--- src/design/vic_pkg.sv ---
// constants for the vectored interrupt controller
// assumes a single core clock; register addresses are core register-file bytes
package vic_pkg;
  localparam int          VIC_NREQ       = 15;
  localparam logic [7:0]  ADDR_PEND_HIGH = 8'hf8;
  localparam logic [7:0]  ADDR_EN_HIGH   = 8'hf9;
  localparam logic [7:0]  ADDR_PEND_LOW  = 8'hfa;
  localparam logic [7:0]  ADDR_EN_LOW    = 8'hfb;
  localparam logic [7:0]  REG_RESET      = 8'h00;
  localparam int          MASTER_BIT     = 7;
  localparam logic [15:0] VECTOR_BASE    = 16'h0002;
  // service sequence states
  typedef enum logic [2:0] {
    ST_IDLE  = 3'b000,
    ST_SEL   = 3'b001,
    ST_PUSHL = 3'b010,
    ST_PUSHH = 3'b011,
    ST_PUSHF = 3'b100,
    ST_VECH  = 3'b101,
    ST_VECL  = 3'b110,
    ST_JUMP  = 3'b111
  } vic_state_t;
endpackage

--- src/design/vic_prio.sv ---
// fixed priority picker: lowest index wins
// assumes the caller registers the outputs if timing needs it
`timescale 1ns/10ps
module vic_prio
  import vic_pkg::*;
#(
  parameter int N = VIC_NREQ
) (
  // candidates
  input  wire logic [N-1:0] cand,
  // result
  output logic              any,
  output logic [3:0]        idx
);
  // elaboration check: the index port is four bits wide
  if (N < 1 || N > 16) begin : g_bad_n
    $error("vic_prio: N out of range");
  end
  // scan from the top down so the lowest index is the last writer
  always_comb begin
    any = 1'b0;
    idx = 4'h0;
    for (int i = N - 1; i >= 0; i--) begin
      if (cand[i]) begin
        any = 1'b1;
        idx = 4'(i);
      end
    end
  end
endmodule

--- src/design/vic_top.sv ---
// interrupt controller: mask/request registers and service sequencer
// assumes the core issues register accesses, retire strobes and instruction strobes on CORE_CLK
`timescale 1ns/10ps
module vic_top
  import vic_pkg::*;
(
  // clock and reset
  input  wire logic        CORE_CLK,
  input  wire logic        RESETN,
  // request sources, one-cycle pulses
  input  wire logic [14:0] REQ_PULSE,
  // register file port
  input  wire logic        REG_WR,
  input  wire logic [7:0]  REG_ADDR,
  input  wire logic [7:0]  REG_WDATA,
  output logic [7:0]       REG_RDATA,
  // instruction sequencer
  input  wire logic        INSTR_RETIRE,
  input  wire logic        GLOBAL_ENABLE_INSTR,
  input  wire logic        GLOBAL_DISABLE_INSTR,
  input  wire logic        HANDLER_RETURN_INSTR,
  input  wire logic [7:0]  PROG_DATA,
  output logic             INT_HOLD,
  output logic             PUSH_PCL,
  output logic             PUSH_PCH,
  output logic             PUSH_FLAGS,
  output logic             VEC_FETCH,
  output logic [15:0]      VEC_ADDR,
  output logic             BRANCH,
  output logic [15:0]      BRANCH_TARGET,
  output logic             MASTER_ENABLE
);

  ////////////////////////////////////////////////////////////////////////
  // reset release synchroniser
  logic rst_meta_q; // first stage, read only by second
  logic rst_n;      // synchronised reset
  always_ff @(posedge CORE_CLK or negedge RESETN) begin
    if (!RESETN) begin
      rst_meta_q <= 1'b0;
      rst_n      <= 1'b0;
    end else begin
      rst_meta_q <= 1'b1;
      rst_n      <= rst_meta_q;
    end
  end

  ////////////////////////////////////////////////////////////////////////
  // state
  typedef struct packed {
    logic [7:0]  en_low;    // request_enable_low, bit7 master
    logic [7:0]  en_high;   // request_enable_high
    logic [7:0]  pend_low;  // pending_requests_low
    logic [7:0]  pend_high; // pending_requests_high
    vic_state_t  st;        // service sequencer
    logic [3:0]  lvl;       // level in service
    logic [7:0]  vhi;       // vector high byte
    logic [7:0]  rdata;     // registered read data
    logic [15:0] target;    // branch target
    logic [15:0] vaddr;     // vector fetch address, registered
  } vic_regs_t;

  vic_regs_t s_q;
  vic_regs_t s_d;

  ////////////////////////////////////////////////////////////////////////
  // gating and priority
  logic [14:0] pend_all; // pending, all levels
  logic [14:0] en_all;   // individual enables
  logic [14:0] cand;     // eligible requests
  logic        any;      // something eligible
  logic [3:0]  win;      // winning level

  assign pend_all = {s_q.pend_high, s_q.pend_low[6:0]};
  assign en_all   = {s_q.en_high, s_q.en_low[6:0]};
  // master, individual enable and pending all required
  assign cand = s_q.en_low[MASTER_BIT] ? (pend_all & en_all) : 15'h0000;

  vic_prio #(
    .N (VIC_NREQ)
  ) u_prio (
    .cand (cand),
    .any  (any),
    .idx  (win)
  );

  ////////////////////////////////////////////////////////////////////////
  // next state
  logic [14:0] clr_acc; // pending bit cleared on acceptance
  logic [15:0] vloc;    // vector location of the selected level
  always_comb begin
    s_d     = s_q;
    clr_acc = 15'h0000;
    vloc    = VECTOR_BASE + {11'h000, s_q.lvl, 1'b0};
    // master enable instructions
    if (GLOBAL_ENABLE_INSTR || HANDLER_RETURN_INSTR) begin
      s_d.en_low[MASTER_BIT] = 1'b1;
    end else if (GLOBAL_DISABLE_INSTR) begin
      s_d.en_low[MASTER_BIT] = 1'b0;
    end
    // sequencer
    unique case (s_q.st)
      ST_IDLE: begin
        // sample only as an instruction retires
        if (INSTR_RETIRE && any) begin
          s_d.st = ST_SEL;
        end
      end
      ST_SEL: begin
        // selection cycle: no instruction runs
        if (any) begin
          s_d.lvl = win;
          s_d.st  = ST_PUSHL;
        end else begin
          s_d.st = ST_IDLE;
        end
      end
      ST_PUSHL: begin
        // accept: clear pending bit and master as pushing starts
        clr_acc                = 15'(1) << s_q.lvl;
        s_d.en_low[MASTER_BIT] = 1'b0;
        s_d.st                 = ST_PUSHH;
      end
      ST_PUSHH: s_d.st = ST_PUSHF;
      ST_PUSHF: begin
        // fetch address leaves a flop, not an adder
        s_d.vaddr = vloc;
        s_d.st    = ST_VECH;
      end
      ST_VECH: begin
        s_d.vhi   = PROG_DATA;
        s_d.vaddr = vloc + 16'h0001;
        s_d.st    = ST_VECL;
      end
      ST_VECL: begin
        s_d.target = {s_q.vhi, PROG_DATA};
        s_d.st     = ST_JUMP;
      end
      ST_JUMP: s_d.st = ST_IDLE;
    endcase
    // hardware sets after the accept clear: a new pulse in the accept cycle is kept
    s_d.pend_low[6:0] = (s_q.pend_low[6:0] & ~clr_acc[6:0]) | REQ_PULSE[6:0];
    s_d.pend_high     = (s_q.pend_high & ~clr_acc[14:7]) | REQ_PULSE[14:7];
    // register writes win over everything else
    if (REG_WR) begin
      unique case (REG_ADDR)
        ADDR_EN_LOW:    s_d.en_low    = REG_WDATA;
        ADDR_EN_HIGH:   s_d.en_high   = REG_WDATA;
        ADDR_PEND_LOW:  s_d.pend_low  = {1'b0, REG_WDATA[6:0]};
        ADDR_PEND_HIGH: s_d.pend_high = REG_WDATA;
        default: ;
      endcase
    end
    // read data, one cycle after the address
    unique case (REG_ADDR)
      ADDR_EN_LOW:    s_d.rdata = s_q.en_low;
      ADDR_EN_HIGH:   s_d.rdata = s_q.en_high;
      ADDR_PEND_LOW:  s_d.rdata = s_q.pend_low;
      ADDR_PEND_HIGH: s_d.rdata = s_q.pend_high;
      default:        s_d.rdata = 8'h00;
    endcase
  end

  ////////////////////////////////////////////////////////////////////////
  // registers
  always_ff @(posedge CORE_CLK or negedge rst_n) begin
    if (!rst_n) begin
      s_q <= '0;
    end else begin
      s_q <= s_d;
    end
  end

  ////////////////////////////////////////////////////////////////////////
  // outputs
  // data outputs come from the state register; strobes are state decodes
  assign REG_RDATA     = s_q.rdata;
  assign INT_HOLD      = (s_q.st != ST_IDLE);
  assign PUSH_PCL      = (s_q.st == ST_PUSHL);
  assign PUSH_PCH      = (s_q.st == ST_PUSHH);
  assign PUSH_FLAGS    = (s_q.st == ST_PUSHF);
  assign VEC_FETCH     = (s_q.st == ST_VECH) || (s_q.st == ST_VECL);
  assign VEC_ADDR      = s_q.vaddr;
  assign BRANCH        = (s_q.st == ST_JUMP);
  assign BRANCH_TARGET = s_q.target;
  assign MASTER_ENABLE = s_q.en_low[MASTER_BIT];

  ////////////////////////////////////////////////////////////////////////
  // assertions
  property p_master_gate;
    @(posedge CORE_CLK) disable iff (!rst_n)
      (s_q.st == ST_IDLE && !MASTER_ENABLE) |=> !INT_HOLD;
  endproperty
  a_master_gate: assert property (p_master_gate) else $error("request eligible with master off");

  property p_seq_order;
    @(posedge CORE_CLK) disable iff (!rst_n)
      PUSH_PCL |=> PUSH_PCH ##1 PUSH_FLAGS ##1 (VEC_FETCH && VEC_ADDR == vloc) ##1 VEC_FETCH ##1 BRANCH;
  endproperty
  a_seq_order: assert property (p_seq_order) else $error("service sequence out of order");

  property p_accept_clear;
    @(posedge CORE_CLK) disable iff (!rst_n)
      (PUSH_PCL && !REG_WR && !GLOBAL_ENABLE_INSTR && !HANDLER_RETURN_INSTR) |=> !MASTER_ENABLE;
  endproperty
  a_accept_clear: assert property (p_accept_clear) else $error("master not cleared on accept");

  property p_hw_latch;
    @(posedge CORE_CLK) disable iff (!rst_n)
      (REQ_PULSE[0] && !REG_WR) |=> s_q.pend_low[0];
  endproperty
  a_hw_latch: assert property (p_hw_latch) else $error("request not latched");

  property p_sw_wins;
    @(posedge CORE_CLK) disable iff (!rst_n)
      (REG_WR && REG_ADDR == ADDR_PEND_HIGH) |=> s_q.pend_high == $past(REG_WDATA);
  endproperty
  a_sw_wins: assert property (p_sw_wins) else $error("software write lost");

  property p_reserved;
    @(posedge CORE_CLK) disable iff (!rst_n) !s_q.pend_low[7];
  endproperty
  a_reserved: assert property (p_reserved) else $error("reserved bit set");

  property p_retire_sel;
    @(posedge CORE_CLK) disable iff (!rst_n)
      (s_q.st == ST_IDLE && INSTR_RETIRE && any) |=> INT_HOLD ##1 (PUSH_PCL || !INT_HOLD);
  endproperty
  a_retire_sel: assert property (p_retire_sel) else $error("selection cycle missing");

  property p_prio;
    @(posedge CORE_CLK) disable iff (!rst_n)
      (s_q.st == ST_SEL && cand[0]) |=> s_q.lvl == 4'h0;
  endproperty
  a_prio: assert property (p_prio) else $error("priority wrong");

  // the selected level is still pending and enabled when pushing starts
  property p_sel_enabled;
    @(posedge CORE_CLK) disable iff (!rst_n)
      (s_q.st == ST_SEL && any && !REG_WR) |=> (pend_all[s_q.lvl] && en_all[s_q.lvl]);
  endproperty
  a_sel_enabled: assert property (p_sel_enabled) else $error("selected level not eligible");

  // only high levels eligible: the chosen level is one of them
  property p_level_high;
    @(posedge CORE_CLK) disable iff (!rst_n)
      (s_q.st == ST_SEL && any && cand[6:0] == 7'h00) |=> (s_q.lvl >= 4'h7);
  endproperty
  a_level_high: assert property (p_level_high) else $error("high level not chosen");

  // the winner is the lowest eligible level, checked apart from the picker
  property p_lowest_wins;
    @(posedge CORE_CLK) disable iff (!rst_n)
      (s_q.st == ST_SEL && any) |=> (($past(cand) & ((15'(1) << s_q.lvl) - 15'(1))) == 15'h0000);
  endproperty
  a_lowest_wins: assert property (p_lowest_wins) else $error("lower eligible level skipped");

  // return instruction turns the master back on
  property p_return_sets;
    @(posedge CORE_CLK) disable iff (!rst_n)
      (HANDLER_RETURN_INSTR && !REG_WR && !PUSH_PCL) |=> MASTER_ENABLE;
  endproperty
  a_return_sets: assert property (p_return_sets) else $error("master not set by return");

  // disable instruction alone turns the master off
  property p_disable_clears;
    @(posedge CORE_CLK) disable iff (!rst_n)
      (GLOBAL_DISABLE_INSTR && !GLOBAL_ENABLE_INSTR && !HANDLER_RETURN_INSTR && !REG_WR) |=> !MASTER_ENABLE;
  endproperty
  a_disable_clears: assert property (p_disable_clears) else $error("master not cleared by disable");

  // a masked source still latches, ready for polling
  property p_mask_latch;
    @(posedge CORE_CLK) disable iff (!rst_n)
      (REQ_PULSE[7] && !s_q.en_high[0] && !REG_WR) |=> s_q.pend_high[0];
  endproperty
  a_mask_latch: assert property (p_mask_latch) else $error("masked request not latched");

  // a pending bit stays until serviced or written
  property p_pend_hold;
    @(posedge CORE_CLK) disable iff (!rst_n)
      (s_q.pend_low[3] && !REG_WR && !(PUSH_PCL && s_q.lvl == 4'h3)) |=> s_q.pend_low[3];
  endproperty
  a_pend_hold: assert property (p_pend_hold) else $error("pending bit lost");

  // software writes the low pending bits exactly, reserved bit forced low
  property p_sw_low;
    @(posedge CORE_CLK) disable iff (!rst_n)
      (REG_WR && REG_ADDR == ADDR_PEND_LOW) |=> (s_q.pend_low == {1'b0, $past(REG_WDATA[6:0])});
  endproperty
  a_sw_low: assert property (p_sw_low) else $error("software request not stored");

  // vector bytes come from the level's own pair of locations
  property p_vec_pair;
    @(posedge CORE_CLK) disable iff (!rst_n)
      (s_q.st == ST_VECH) |-> (VEC_ADDR == VECTOR_BASE + {11'h000, s_q.lvl, 1'b0})
        ##1 (VEC_ADDR == VECTOR_BASE + {11'h000, s_q.lvl, 1'b1});
  endproperty
  a_vec_pair: assert property (p_vec_pair) else $error("vector location wrong");

  // main scenarios
  c_service: cover property (@(posedge CORE_CLK) disable iff (!rst_n) PUSH_PCL ##5 BRANCH);
  c_sw_req:  cover property (@(posedge CORE_CLK) disable iff (!rst_n)
    (REG_WR && REG_ADDR == ADDR_PEND_LOW) ##[1:3] PUSH_PCL);
  c_clash:   cover property (@(posedge CORE_CLK) disable iff (!rst_n)
    REG_WR && REG_ADDR == ADDR_PEND_LOW && REQ_PULSE[0]);
  c_last_level: cover property (@(posedge CORE_CLK) disable iff (!rst_n)
    PUSH_PCL && s_q.lvl == 4'he);
  c_gated_off:  cover property (@(posedge CORE_CLK) disable iff (!rst_n)
    INSTR_RETIRE && !MASTER_ENABLE && ((pend_all & en_all) != 15'h0000));
endmodule
--- config.mk ---
export PLATFORM = sky130hd
export DESIGN_NAME = vic_top
export DESIGN_NICKNAME = d
export VERILOG_FILES = /design/src/design/vic_pkg.sv /design/src/design/vic_prio.sv /design/src/design/vic_top.sv
export SDC_FILE = /design/constraint.sdc
export NUM_CORES = 1
export LEC_CHECK = 0
export BUFFER_PORTS_ARGS = -buffer_cell sky130_fd_sc_hd__buf_2
export CORE_ASPECT_RATIO = 0.5
export CORE_MARGIN = 3
export CORE_UTILIZATION = 49
export CTS_BUF_LIST = sky130_fd_sc_hd__clkbuf_16
export DETAILED_ROUTE_END_ITERATION = 8
export PLACE_DENSITY = 0.8
export SLEW_MARGIN = 20
export SYNTH_ARGS = -nofsm -noshare
export SYNTH_HDL_FRONTEND = slang
export SYNTH_SLANG_ARGS = --single-unit
--- constraint.sdc ---
create_clock -name CORE_CLK -period 2.2 [get_ports CORE_CLK]
set_input_delay 0.55 -clock CORE_CLK [delete_from_list [all_inputs] [get_ports CORE_CLK]]
set_output_delay 0.55 -clock CORE_CLK [all_outputs]
set_load 0.01 [all_outputs]
Word-level counts from Yosys, hierarchy flattened

Cells that the tools add are included.

Input port bits: 46
Flip-flop bits (word level): 88

Muxes and demuxes: 45
Shift-type cells: 1
Bitwise operators: 7
Reduce and logical (&&, ||, !) cells: 9
Add/sub/neg operators: 2
Equality and inequality tests: 12

Operator list:

| kind                                             | count |
|---|---|
| 2-to-1 mux 4 bit                                 | 15 |
| == test 8 bit, second input constant             | 4 |
| 2-to-1 mux 32 bit                                | 1 |
| case mux 16 bit (2 select lines)                 | 1 |
| case mux 8 bit (4 select lines)                  | 1 |
| 2-to-1 mux 15 bit                                | 2 |
| 2-to-1 mux 8 bit                                 | 3 |
| case mux 3 bit (8 select lines)                  | 1 |
| 2-to-1 mux 1 bit                                 | 18 |
| AND 15 bit                                       | 1 |
| left shift 1 x 4 -> 15 bit, first input constant | 1 |
| == test 3 bit, second input constant             | 4 |
| AND 8 bit                                        | 1 |
| NOT 8 bit                                        | 1 |
| bitwise OR 8 bit                                 | 1 |
| adder 6 x 1 -> 7 bit, second input constant      | 1 |
| AND 7 bit                                        | 1 |
| 2-to-1 mux 7 bit                                 | 1 |
| NOT 7 bit                                        | 1 |
| bitwise OR 7 bit                                 | 1 |
| adder 2 x 5 -> 6 bit, first input constant       | 1 |
| == test 3 x 2 -> 1 bit, second input constant    | 2 |
| AND reduction 2 bit                              | 3 |
| == test 3 x 1 -> 1 bit, second input constant    | 1 |
| other kinds (8)                                  | 9 |

Longest topological paths before layout

Gate-level depths: netlist (run 1).

Word-level depth: 20
Gate-level depth with buffers: 7

Cells and area by module

From an unflattened synthesis (run 1), not the netlist that was laid out.

Cell total of the unflattened synthesis: 356
Area total of the unflattened synthesis: 4159.0 sq um

Modules (own cells, without submodules):

| module   | sequential area each (sq um) | cells an instance | area each (sq um) | times used |
|---|---|---|---|---|
| vic_top  | 1951.9                       | 329               | 3998.8            | 1 |
| vic_prio | 0.0                          | 27                | 160.2             | 1 |

Worst setup path after synthesis (run 1)

No wires, ideal clock.

Kind: input to register
From: input port REG_ADDR[6]
To: register s_q (netlist bit pend_all[13])
Path buffers: 1
Stages: 5
Slack: 0.402 ns
Arrival: 1.671 ns
Library setup time: 0.126 ns
Path through: nand4_1 or3b_4 nor4b_4 buf_6 o21ai_0

RTL lines:

| what                 | line           | text |
|---|---|---|
| start, declared      | vic_top.sv:14  | `input wire logic [7:0] REG_ADDR,` |
| end signal, assigned | vic_top.sv:168 | `s_q <= '0;` |
| end signal, assigned | vic_top.sv:170 | `s_q <= s_d;` |
| end, declared        | vic_top.sv:63  | `vic_regs_t s_q;` |

Worst setup path after layout (run 1)

From: register s_q[52] in the netlist's numbering
To: output port PUSH_PCL

Longest elaborated chain between the ends: 1

Ends and longest elaborated chain:

| what                   | line           | text |
|---|---|---|
| == test 3 x 2 -> 1 bit | vic_top.sv:179 | `assign PUSH_PCL = (s_q.st == ST_PUSHL);` |
| end, declared          | vic_top.sv:24  | `output logic PUSH_PCL,` |

Every way passes these cells.

==> impl_summary.md, run 1 <==
Status
The run finished with clean final reports.

Critical path
The worst setup slack for register-to-register paths is around 0.30 ns. The worst flop-to-flop path startpoint is en_all[12]$_DFFE_PN0P_. In this run the critical register-to-register path is captured at s_q[48]$_DFFE_PN0P_. The slowest stage of the critical path is the sky130_fd_sc_hd__dfrtp_1 cell. The data required time at the worst endpoint is 1.65 ns.

Counting both buffers and inverters, the worst setup path holds a total of 2. The critical path endpoint category is an output port. At the worst endpoint, the arrival time is around 1.6 ns. The worst stage delay on the critical path is approximately 0.48 ns.

The cell count of the worst reg-to-reg path is 5. The largest fanout on the critical path is 11. The classification of the worst setup path is reg -> out. The critical path goes through nor3b_1 -> buf_4 -> buf_2.

STA classifies the critical path startpoint as a register. The cell class contributing the biggest share of worst-path delay is flip-flops.

Yosys
The commonest cells after synthesis are 78 x sky130_fd_sc_hd__dfrtp_1, 43 x sky130_fd_sc_hd__mux2_2, 40 x sky130_fd_sc_hd__buf_4. The cell accounting for the most synthesized area is sky130_fd_sc_hd__dfrtp_1. The number of flops mapped to enable cells by yosys is 0. The fraction of post-synthesis cell area in the top cell type by area is between 40% and 50%. The mapped netlist covers 0.00397 mm2. The async set-reset flop share out of synthesis is 100%.

The most used flip-flop cell after synthesis is sky130_fd_sc_hd__dfrtp_1. Yosys printed 0 warnings. After synthesis, the cell types taking the most area are sky130_fd_sc_hd__dfrtp_1 49%, sky130_fd_sc_hd__mux2_2 12%, sky130_fd_sc_hd__buf_4 7.6%. In this run, distinct cell masters in the synthesized netlist total between 40 and 50. The mean cell area of the mapped netlist is approximately 11 um2.

The gate count of the mapped netlist is approximately 360. Summing the sequential cell areas from Yosys gives between 40% and 50% of the chip area. The synthesized flop and latch total is between 70 and 80. The most common cell in the netlist is sky130_fd_sc_hd__dfrtp_1.

Drt
Dividing the detail-routed wire length by the instance count gives 16.3 um. In the routed layout, each cell is associated on average with a via count of about 5.4. The antenna violation net count after detailed routing is 0. The count of TritonRoute iterations in the first routing pass is 6. The detailed router finished its first iteration with 258 violations. The DRC violations left is 0.

For this block, the via count after detailed routing is ~2.8k. The total wirelength of the detailed-routed design is 8.57 mm.

Clocking
For the worst-skew pair, the clock arrives at the later sink with an insertion delay of approximately 0.33 ns. The master cell of the clock root buffer is sky130_fd_sc_hd__clkbuf_16. The post-CTS setup-driven buffer insertion count is 0.

The longest clock path from root to sink contains 2 buffers. The CTS tree is yes. The H-tree was split into 3 levels.

The clock sink count is approximately 80. The clock-pin slew on the worst setup and hold paths is roughly 0.060 ns. Buffers inserted during clock tree synthesis total 9. Gates resized during post-CTS repair numbered 0. The number of buffers added to fix hold violations after cts is 1.

STA
The post-route fraction of the period consumed by the critical path is 95.6%. The achievable frequency is around 0.48 GHz. The worst path in the final design needs a cycle of between 2 and 2.5 ns, including I/O delays and setup. The number of max-slew violations in the final report is 0.

The final clock skew is between 0.003 and 0.004 ns. The number of setup violations in the final report is 0. The final hold violation count is 0. Setup repair after global routing left no endpoint under its margin.

The total negative slack for setup checks is 0 ns.

Final layout
The number of diodes added for antenna fixing is 0. Counting the fill cells in the layout gives approximately 630. The post-route netlist has between 30% and 40% of its cells at a drive strength greater than 1. The area growth from synthesis to layout is 15.6%.

The sequential cells in the finished layout cover a total of 0.00195 mm2. The final-stage net count is between 400 and 500. The multi-input combinational cells in the finished layout cover a total of roughly 0.0017 mm2.

Power and ir drop
The sequential share of power is between 40% and 50%. Of the total power, combinational logic draws 28.4%. The design draws about 5100 uW. The part of the power in the clock network is slightly above 30%. IR analysis of the VDD net gives a maximum drop of roughly 0.00054 V. The power density over the cells is around 1100 mW/mm2. The switching share of total power is a little under a third. In this run the static leakage power is ~0.0021 uW. The analysis attributes to net switching a power of between 1500 and 2000 uW. The internal power component is between 3000 and 4000 uW.

Die
93 I/O pins were placed. The die is approximately 130 um wide. The vertical die dimension is approximately 70 um. The initialized floorplan defines 22 standard-cell rows.

After floorplanning, the core was sized to cover ~0.0076 mm2. The die covers approximately 0.0093 mm2. Once the floorplan was initialized, standard cells occupied between 50 and 60% of the core.

Global route
Global routing used 19.0% of the available tracks across all layers. The number of global-route vias before repair is ~2.7k. Summed over all layers, the global routing overflow is 0. The number of antenna violations at the first check in global routing came to 0. Entering global routing, the biggest net connects 77 pins.

The first global-routing pass estimated 13.8 mm of wire.

Run
Across the run, the number of max-cap violations was 0.

Place
Once detailed placement completed, the half-perimeter wirelength came to 6.33 mm. The congestion estimate from routability-driven global placement came to ~0.88. Port buffering added 82 buffers.

Worst hold path
The kind of path behind the tightest hold check is reg -> async.
state kept, by name, summed over array words and instances (netlist names):
name / flops
s_q: 15
MASTER_ENABLE: 1
VEC_ADDR: 6
rst_meta_q: 1
BRANCH_TARGET: 16
en_all: 15
rst_n: 1
pend_all: 15
REG_RDATA: 8
worst max path at each step:
stage / endpoint / from / slack, ns / depth (start not counted)
floorplan: pend_all[13]$_DFF_PN0_ / REG_ADDR[6] / 0.40 / 5
global placement: MASTER_ENABLE$_DFF_PN0_ / REG_ADDR[6] / 0.32 / 6
detailed placement: pend_all[9]$_DFF_PN0_ / REG_ADDR[6] / 0.25 / 6
CTS: PUSH_PCL / s_q[52]$_DFFE_PN0P_ / 0.10 / 3
global route: PUSH_PCL / s_q[52]$_DFFE_PN0P_ / 0.01 / 3
finish: PUSH_PCL / s_q[52]$_DFFE_PN0P_ / 0.1 / 3
routing by layer:
layer  up-vias  global-route usage, %  routed length [um]
met2       121                   28.9                3940
met1      1367                   26.2                3870
met5         -                      0                   0
met4         0                   6.84                 163
li1       1327                      -                   -
met3        20                   5.29                 595
through the flow:
| step | hold slack [ns] | util (%) | area (um2) | cells | setup WS [ns] |
|---|---|---|---|---|---|
| CTS | 0.324 | 60.5 | 4590 | 525 | 0.101 |
| floorplan | 0.254 | - | 4010 | 365 | 0.402 |
| global placement | 0.316 | 56.1 | 4260 | 508 | 0.316 |
| global route | 0.350 | 60.5 | 4590 | 525 | 0.00979 |
| detailed placement | 0.313 | 56.1 | 4260 | 508 | 0.253 |
| finish | 0.291 | 60.5 | 4590 | 525 | 0.0965 |
power by group through the flow:
| stage | logic [uW] | clock network, uW | registers [uW] |
|---|---|---|---|
| 2_1_floorplan | 1300 | 0 | 1980 |
| 3_3_place_gp | 1420 | 0 | 2070 |
| 3_5_place_dp | 1450 | 0 | 2090 |
| 4_1_cts | 1470 | 1610 | 2070 |
| 5_1_grt | 1590 | 1670 | 2120 |
| 6_report | 1450 | 1570 | 2070 |
kinds of logic after synthesis:
family | after synthesis | synth area share (%)
buffers and inverters | 62 | 10.1
AND/OR/NAND/NOR | 91 | 12.1
other | 2 | 0.189
flip-flops | 78 | 49.1
multiplexers | 52 | 16.7
adder cells (fa/ha/maj) | 6 | 1.89
XOR/XNOR | 2 | 0.441
AO/OA/AOI/OAI | 63 | 9.51
layout by cell type, fill, tap and decap left out, types with 3 or more instances in the layout:
cell,count
sky130_fd_sc_hd__a22oi_1,4
sky130_fd_sc_hd__nor3b_1,3
sky130_fd_sc_hd__clkbuf_16,9
sky130_fd_sc_hd__and2_1,7
sky130_fd_sc_hd__dfrtp_1,77
sky130_fd_sc_hd__nand2_1,34
sky130_fd_sc_hd__ha_1,6
sky130_fd_sc_hd__buf_2,82
sky130_fd_sc_hd__nand3_1,11
sky130_fd_sc_hd__nand4b_1,5
sky130_fd_sc_hd__buf_4,9
sky130_fd_sc_hd__conb_1,11
sky130_fd_sc_hd__inv_1,5
sky130_fd_sc_hd__a21oi_1,28
sky130_fd_sc_hd__a22o_1,3
sky130_fd_sc_hd__nand4_1,9
sky130_fd_sc_hd__o21ai_0,16
sky130_fd_sc_hd__mux2_2,43
sky130_fd_sc_hd__mux4_2,7
sky130_fd_sc_hd__nor2_1,14
cell type report:
type                       count  share of cell area (%)
sequential                    78                    42.5
multi-input combinational    225                    36.0
timing repair buffer          93                    11.1
clock buffer                   9                    4.90
tap                          108                    2.94
clock inverter                 7                    2.12
inverter                       5                   0.409
(Power assumes the default switching activity.)
==> inputs of run 2 (changes only) <==
--- a/config.mk
+++ b/config.mk
@@ -6,7 +6,6 @@
 export NUM_CORES = 1
 export LEC_CHECK = 0
 export BUFFER_PORTS_ARGS = -buffer_cell sky130_fd_sc_hd__buf_2
-export CORE_ASPECT_RATIO = 0.5
 export CORE_MARGIN = 3
 export CORE_UTILIZATION = 49
 export CTS_BUF_LIST = sky130_fd_sc_hd__clkbuf_16
==> run 2 against run 1 <==
Effect of this change:
- count of clock-buffer cells in the layout did not move
- global-route usage rose by 0.61 points
- combinational power barely moved
- power rose by 0.61%
- register-to-register slack got worse by 0.09 ns
- sequential power barely moved
- clock skew rose by 0.0034 ns
- sequential cell count did not move
- wire length rose by 1.6%
- worst hold slack improved by 0.0018 ns
- first-iteration DRC count fell by 2.7%
- largest cell class unchanged
==> impl_summary.md, run 2 (synthesized netlist as in run 1, its figures left out) <==
Drt
The uppermost layer routed is met4. The total routed wire length on the met1 layer is 3.63 mm (-6.2%). The antenna violation net count after detailed routing is 0 (unchanged). The average routed wire per standard cell came to 16.8 um (+2.8%). The amount of wire on met3 after detailed routing was 747 um (+26%). The count of TritonRoute iterations in the first routing pass is 5 (-1). The number of vias per cell after detailed routing is 5.63 (+4.3%). The DRC marker count from the first detailed-route iteration is 251 (-2.7%). The DRC violations left is 0 (unchanged). The total wirelength of the detailed-routed design is 8.71 mm (+1.6%).

The total number of vias is 2,922 (+3.1%). The total met2 wirelength after detailed routing was 4.14 mm (+4.9%).

Run
The max-capacitance violation count is 0 (unchanged).

Clocking
The buffer depth of the longest clock path is 2 (unchanged). The tree is rooted in a sky130_fd_sc_hd__clkbuf_16. The number of levels the H-tree was split into is 3 (unchanged). TritonCTS built the clock tree.

The clock-pin slew on the worst setup and hold paths was 0.06 ns (about the same). The clock latency on the worst-skew pair is 0.33 ns (about the same). The post-CTS setup-driven buffer insertion count is 0 (unchanged). The clock sink count was 78 (unchanged). The number of CTS-inserted buffers is 9 (unchanged).

Place
The quantity of I/O buffers inserted on ports came to 82 (unchanged). The post-placement worst setup slack is 0.0732 ns (-0.180 ns). The area after detailed placement is 0.00425 mm2 (-0.18%).

The final weighted congestion of routability-driven global placement was 0.902 (+2.7%). The detailed placement HPWL is 6.40 mm (+1.1%).

Critical path
The largest fanout on the critical path is 11 (unchanged). The type of element launching the critical path is a register. The critical path endpoint category is an output port. The critical path data arrival time came to 1.51 ns (-0.04 ns). The data required time at the worst endpoint is 1.65 ns (about the same).

The critical path is of the reg -> out type.

STA
The number of max-slew violations in the final report is 0 (unchanged). The number of setup violations in the final report came to 0 (unchanged). The post-route fraction of the period consumed by the critical path was 93.8% (-1.8 points). The clock period minus final worst setup slack is 2.06 ns (-0.0405 ns).

The smallest hold slack is 0.293 ns (+0.00182 ns). The worst setup slack after layout is 0.137 ns (+0.0405 ns). The total negative slack for setup checks is 0 ns (unchanged). The achievable frequency is 0.485 GHz (+2.0%).

The final hold violation count came to 0 (unchanged). The final clock skew is 0.00716 ns (+0.00345 ns). Setup repair after global routing left no endpoint under its margin.

Global route
The first-pass GRT wire length was 13.6 mm (-1.5%). The global route total overflow came to 0 (unchanged). The number of global-route vias before repair is 2,743 (+3.3%). The number of antenna violations at the first check in global routing is 0 (unchanged). The pin count of the biggest net entering global routing is 77 (unchanged). The all-layer global routing usage is 19.6% (+0.61 points).

Final layout
The area occupied by multi-input gates is 0.00166 mm2 (unchanged). The final-stage net count is 464 (unchanged). The number of diodes added for antenna fixing came to 0 (unchanged).

The library cells used most frequently in the layout, excluding fill and tap cells, are 82 x sky130_fd_sc_hd__buf_2, 77 x sky130_fd_sc_hd__dfrtp_1, 43 x sky130_fd_sc_hd__mux2_2, 34 x sky130_fd_sc_hd__nand2_1, 28 x sky130_fd_sc_hd__a21oi_1. The number of flip-flops in the largest register is 16 (unchanged). The proportion of layout cells with a drive suffix above 1 came to 39.1% (unchanged). The final-layout fill cell count is 670 (+7.0%). The storage element area is 0.00195 mm2 (unchanged).

The area growth from synthesis to layout is 15.4%. The total non-filler cell area in the finished layout is 0.00459 mm2 (-0.16%). The leading cell type in the layout, fill and taps excluded is sky130_fd_sc_hd__buf_2.

Power and ir drop
The static leakage was 0.00211 uW (unchanged). The power density over the cells is 1120 mW/mm2 (+0.77%). The peak supply drop is 0.000559 V (+2.9%). The overall power consumption is 5120 uW (+0.61%).

Die
The total core area is 0.00781 mm2 (+2.8%). The vertical die dimension is 96.1 um (+38%). The area enclosed by the die boundary came to 0.00923 mm2 (-0.71%). The floorplan row count is 32 (+45%). The initial core utilization is 50.9% (-1.4 points). The chip width is 96.1 um (-28%). The number of top-level pins was 93 (unchanged).

Status
The run finished with clean final reports.

Worst hold path
The min-delay analysis places its worst path in the category reg -> async.
-- run 2: power breakdown --
group	switching (uW)	total, uW	internal (uW)	leakage (uW)
logic	743	1460	721	0.00103
registers	272	2070	1800	0.000928
clock network	594	1590	997	0.000154
total	1610	5120	3510	0.00211
-- run 2: metrics by stage --
stage | utilization [%] | instances
2_1_floorplan | - | 365
3_3_place_gp | 54.5 | 502
3_5_place_dp | 54.5 | 502
4_1_cts | 58.7 | 519
5_1_grt | 58.7 | 519
6_report | 58.7 | 519
-- run 2: worst max-delay path, cell delays in order, from the launching register on --
cell	delay [ns]
sky130_fd_sc_hd__dfrtp_1	0.47
sky130_fd_sc_hd__nor3b_1	0.33
sky130_fd_sc_hd__buf_4	0.24
sky130_fd_sc_hd__buf_2	0.15
-- run 2: final timing paths --
path	from	endpoint	slack, ns	depth (start not counted)
min in group CORE_CLK	rst_meta_q$_DFF_PN0_	rst_n$_DFF_PN0_	0.35	0
worst min-delay path	rst_n$_DFF_PN0_	s_q[47]$_DFFE_PN0P_	0.29	1
worst min register to register	rst_n$_DFF_PN0_	s_q[47]$_DFFE_PN0P_	0.29	1
max in group asynchronous	RESETN	rst_n$_DFF_PN0_	1.57	2
worst max register to register	en_all[1]$_DFFE_PN0P_	s_q[50]$_DFFE_PN0P_	0.21	5
worst max-delay path	s_q[52]$_DFFE_PN0P_	PUSH_PCL	0.14	3
-- run 2: routing by layer --
metal,track usage (%),vias up
met1,26.1,1410
met5,0,-
met4,7.46,0
met3,4.85,19
met2,30.9,160
li1,-,1333
-- run 2: timing repair --
action,in CTS,in global routing
resized for setup,0,0
hold buffers,1,0
hold endpoints to repair,2,0
-- run 2: layout make-up --
cell class                      count  share of cell area [%]
Clock buffer                        9                    4.91
Clock inverter                      7                    2.13
Inverter                            5                   0.409
Multi-Input combinational cell    225                    36.1
Sequential cell                    78                    42.6
Tap cell                          102                    2.78
Timing Repair Buffer               93                    11.1
==> inputs of run 3 (changes only) <==
--- a/config.mk
+++ b/config.mk
@@ -5,6 +5,7 @@
 export SDC_FILE = /design/constraint.sdc
 export NUM_CORES = 1
 export LEC_CHECK = 0
+export ABC_AREA = 1
 export BUFFER_PORTS_ARGS = -buffer_cell sky130_fd_sc_hd__buf_2
 export CORE_MARGIN = 3
 export CORE_UTILIZATION = 49
==> run 3 against run 2 <==
Effect of this change:
- first-iteration DRC count shrank 3.6%
- maximum frequency shrank 1.6%
- count of clock-buffer cells in the layout unchanged
- area after synthesis grew 0.35%
- non-clock buffer count is 2 higher
==> impl_summary.md, run 3 <==
STA
The clock period minus final worst setup slack is 2.10 ns (+0.0342 ns). The remaining max-slew budget at the tightest pin is between 50 and 60%. The final hold violation count was 0 (unchanged). Setup repair after global routing left no endpoint under its margin. The transition time at the pin with the least slew margin is approximately 0.64 ns. The final clock skew is 0.00812 ns (+0.000966 ns).

The post-route fraction of the period consumed by the critical path was 95.3% (+1.6 points). The number of setup violations in the final report came to 0 (unchanged). The number of max-slew violations in the final report was 0 (unchanged).

The achievable frequency is 0.477 GHz (-1.6%). The total negative slack for setup checks was 0 ns (unchanged).

Place
The quantity of I/O buffers inserted on ports was 82 (unchanged). The final weighted congestion of routability-driven global placement is 0.933 (+3.4%). The detailed placement HPWL is 7.15 mm (+12%).

Clocking
The clock-pin slew on the worst setup and hold paths is 0.07 ns (about the same). The clock sink count is 78 (unchanged). The number of levels the H-tree was split into was 3 (unchanged). The master cell of the clock root buffer is sky130_fd_sc_hd__clkbuf_16. The clock latency on the worst-skew pair was 0.33 ns (about the same). The CTS tree is yes. The buffer depth of the longest clock path was 2 (unchanged). The number of CTS-inserted buffers is 9 (unchanged).

Drt
The DRC marker count from the first detailed-route iteration is 242 (-3.6%). The total wirelength of the detailed-routed design was 9.62 mm (+11%). The count of TritonRoute iterations in the first routing pass is 5 (unchanged). The total number of vias is 3,281 (+12%). The number of vias per cell after detailed routing is 5.38 (-4.5%). The DRC violations left came to 0 (unchanged).

The antenna violation net count after detailed routing was 0 (unchanged). The average routed wire per standard cell was 15.8 um (-6.0%).

Yosys
The gate count of the mapped netlist is 439 (+23%). sky130_fd_sc_hd__nand2_1 is the most common cell in the netlist. The synthesized flop and latch total came to 78 (unchanged). The number of flops mapped to enable cells by yosys is 0 (unchanged).

The mean cell area of the mapped netlist is 9.08 um2 (-19%). The fraction of the yosys area taken by sequential cells came to 48.9% (-0.17 points). Ranked by instance count, the synthesized netlist is headed by 87 x sky130_fd_sc_hd__nand2_1, 78 x sky130_fd_sc_hd__dfrtp_1, 44 x sky130_fd_sc_hd__inv_1, 44 x sky130_fd_sc_hd__o21ai_0, 42 x sky130_fd_sc_hd__buf_4. The number of distinct library cell variants in the gate-level netlist after synthesis was 38 (-14%). The number of warning messages in the yosys log is 0 (unchanged).

The async set-reset flop share out of synthesis is 100% (unchanged). The most used flip-flop cell after synthesis is sky130_fd_sc_hd__dfrtp_1. By area the synthesized netlist is led by sky130_fd_sc_hd__dfrtp_1 49%, sky130_fd_sc_hd__nand2_1 8.2%, sky130_fd_sc_hd__buf_4 7.9%.

The cell accounting for the most synthesized area is sky130_fd_sc_hd__dfrtp_1. The fraction of post-synthesis cell area in the top cell type by area came to 48.9% (-0.17 points). The summed instance area of the synthesized netlist is 0.00399 mm2 (+0.35%).

Global route
The number of global-route vias before repair is 3,194 (+16%). The first-pass GRT wire length is 15.5 mm (+14%). The number of antenna violations at the first check in global routing is 0 (unchanged). The all-layer global routing usage came to 22.1% (+2.5 points). The global route total overflow is 0 (unchanged). The pin count of the biggest net entering global routing was 49 (-36%).

Critical path
The cell count of the worst reg-to-reg path is 10 (+5). The worst setup slack for register-to-register paths is 0.42 ns (+0.21 ns). The data required time at the worst endpoint came to 1.65 ns (about the same). In this run the critical register-to-register path is captured at pend_all[8]$_DFF_PN0_.

The critical path endpoint category is an output port. In this run the worst setup path begins at s_q[53]$_DFFE_PN0P_. The startpoint identified for the worst register-to-register timing path is s_q[53]$_DFFE_PN0P_. The largest fanout on the critical path is 5 (-6). The critical path data arrival time is 1.55 ns (+0.04 ns). The classification of the worst setup path is reg -> out. The type of element launching the critical path is a register.

Final layout
The number of diodes added for antenna fixing was 0 (unchanged). Leaving out fill and tap cells, the most frequent cells in the layout are 87 x sky130_fd_sc_hd__nand2_1, 82 x sky130_fd_sc_hd__buf_2, 77 x sky130_fd_sc_hd__dfrtp_1, 44 x sky130_fd_sc_hd__inv_1, 44 x sky130_fd_sc_hd__o21ai_0. The synthesis-to-finish area growth is 15.2%. The final-stage net count was 555 (+20%). The proportion of layout cells with a drive suffix above 1 is 28.3% (-11 points).

The number of flip-flops in the largest register is 16 (unchanged). The leading cell type in the layout, fill and taps excluded is sky130_fd_sc_hd__nand2_1. The utilization of the core after routing is 58.8% (+0.080 points).

Die
The initial core utilization was 51.1% (+0.18 points). The chip width is 96.2 um (+0.16%). The vertical die dimension is 96.2 um (+0.16%). The total core area was 0.00781 mm2 (unchanged). The floorplan row count came to 32 (unchanged). The area enclosed by the die boundary is 0.00926 mm2 (+0.32%). The number of top-level pins was 93 (unchanged).

Worst hold path
The kind of path behind the tightest hold check is reg -> async.

Run
The max-capacitance violation count is 0 (unchanged).

Power and ir drop
The static leakage is 0.00229 uW (+8.5%). The peak supply drop is 0.000618 V (+11%). The power density over the cells came to 1150 mW/mm2 (+2.9%).

Status
The run finished with clean final reports.
==> run 3: worst max-delay path, stage by stage, from the launching register on <==
cell                         delay [ns]
sky130_fd_sc_hd__dfrtp_1           0.40
sky130_fd_sc_hd__inv_1             0.15
sky130_fd_sc_hd__nor2_2            0.05
sky130_fd_sc_hd__nand2_1           0.23
sky130_fd_sc_hd__clkinvlp_4        0.22
sky130_fd_sc_hd__buf_2             0.18
==> run 3: final cells by class <==
class / instances / area, um2
Fill cell: 685 / 3220
Sequential cell: 78 / 1950
Multi-Input combinational cell: 271 / 1510
Timing Repair Buffer: 95 / 523
Clock buffer: 9 / 225
Inverter: 48 / 184
Tap cell: 102 / 128
Clock inverter: 7 / 73.8
==> run 3: worst max path at each step <==
stage	endpoint	slack, ns	depth (start not counted)
after global placement	pend_all[12]$_DFF_PN0_	0.33	7
after detailed placement	pend_all[8]$_DFF_PN0_	0.24	7
after floorplan	en_all[7]$_DFFE_PN0P_	0.49	5
after CTS	PUSH_PCL	0.1	4
after global routing	PUSH_PCL	0.04	5
final	PUSH_PCL	0.10	5
==> run 3: repair_timing <==
item | 4_1_cts | 5_1_grt
setup endpoints to repair | 0 | 1
hold buffers | 1 | 0
setup buffers | 0 | 4
hold endpoints to repair | 2 | 0
resized for setup | 0 | 1
==> run 3: report_power, final <==
part / leakage, uW / switching (uW) / internal, uW / total (uW)
clock network: 0.000151 / 601 / 882 / 1480
logic: 0.00124 / 1020 / 698 / 1710
registers: 0.000901 / 265 / 1810 / 2080
==> run 3: per-layer routing <==
layer	track usage [%]	up-vias	wire [um]
met3	4.85	17	716
met5	0	-	0
met2	35.6	127	4560
met4	7.70	0	187
met1	29.3	1605	4160
li1	-	1532	-
==> run 3: through the flow <==
step / total power [uW] / instance area (um2) / instances / setup slack, ns / hold WS [ns]
after floorplan: 3480 / 4020 / 448 / 0.488 / 0.254
after global placement: 3670 / 4250 / 589 / 0.334 / 0.301
after detailed placement: 3750 / 4250 / 589 / 0.237 / 0.312
after CTS: 5240 / 4560 / 606 / 0.0953 / 0.318
after global routing: 5620 / 4590 / 610 / 0.0449 / 0.356
final: 5280 / 4590 / 610 / 0.103 / 0.298
==> run 3: logic make-up after synthesis <==
family / count (synthesis) / synth area share [%]
AOI/OAI and AO/OA: 74 / 11.0
xor gates and xnor gates: 1 / 0.220
adders and majority gates: 6 / 1.88
buffers and inverters: 99 / 14.2
DFF: 78 / 48.9
muxes: 18 / 5.08
other: 2 / 0.188
and+or+nand+nor: 161 / 18.6
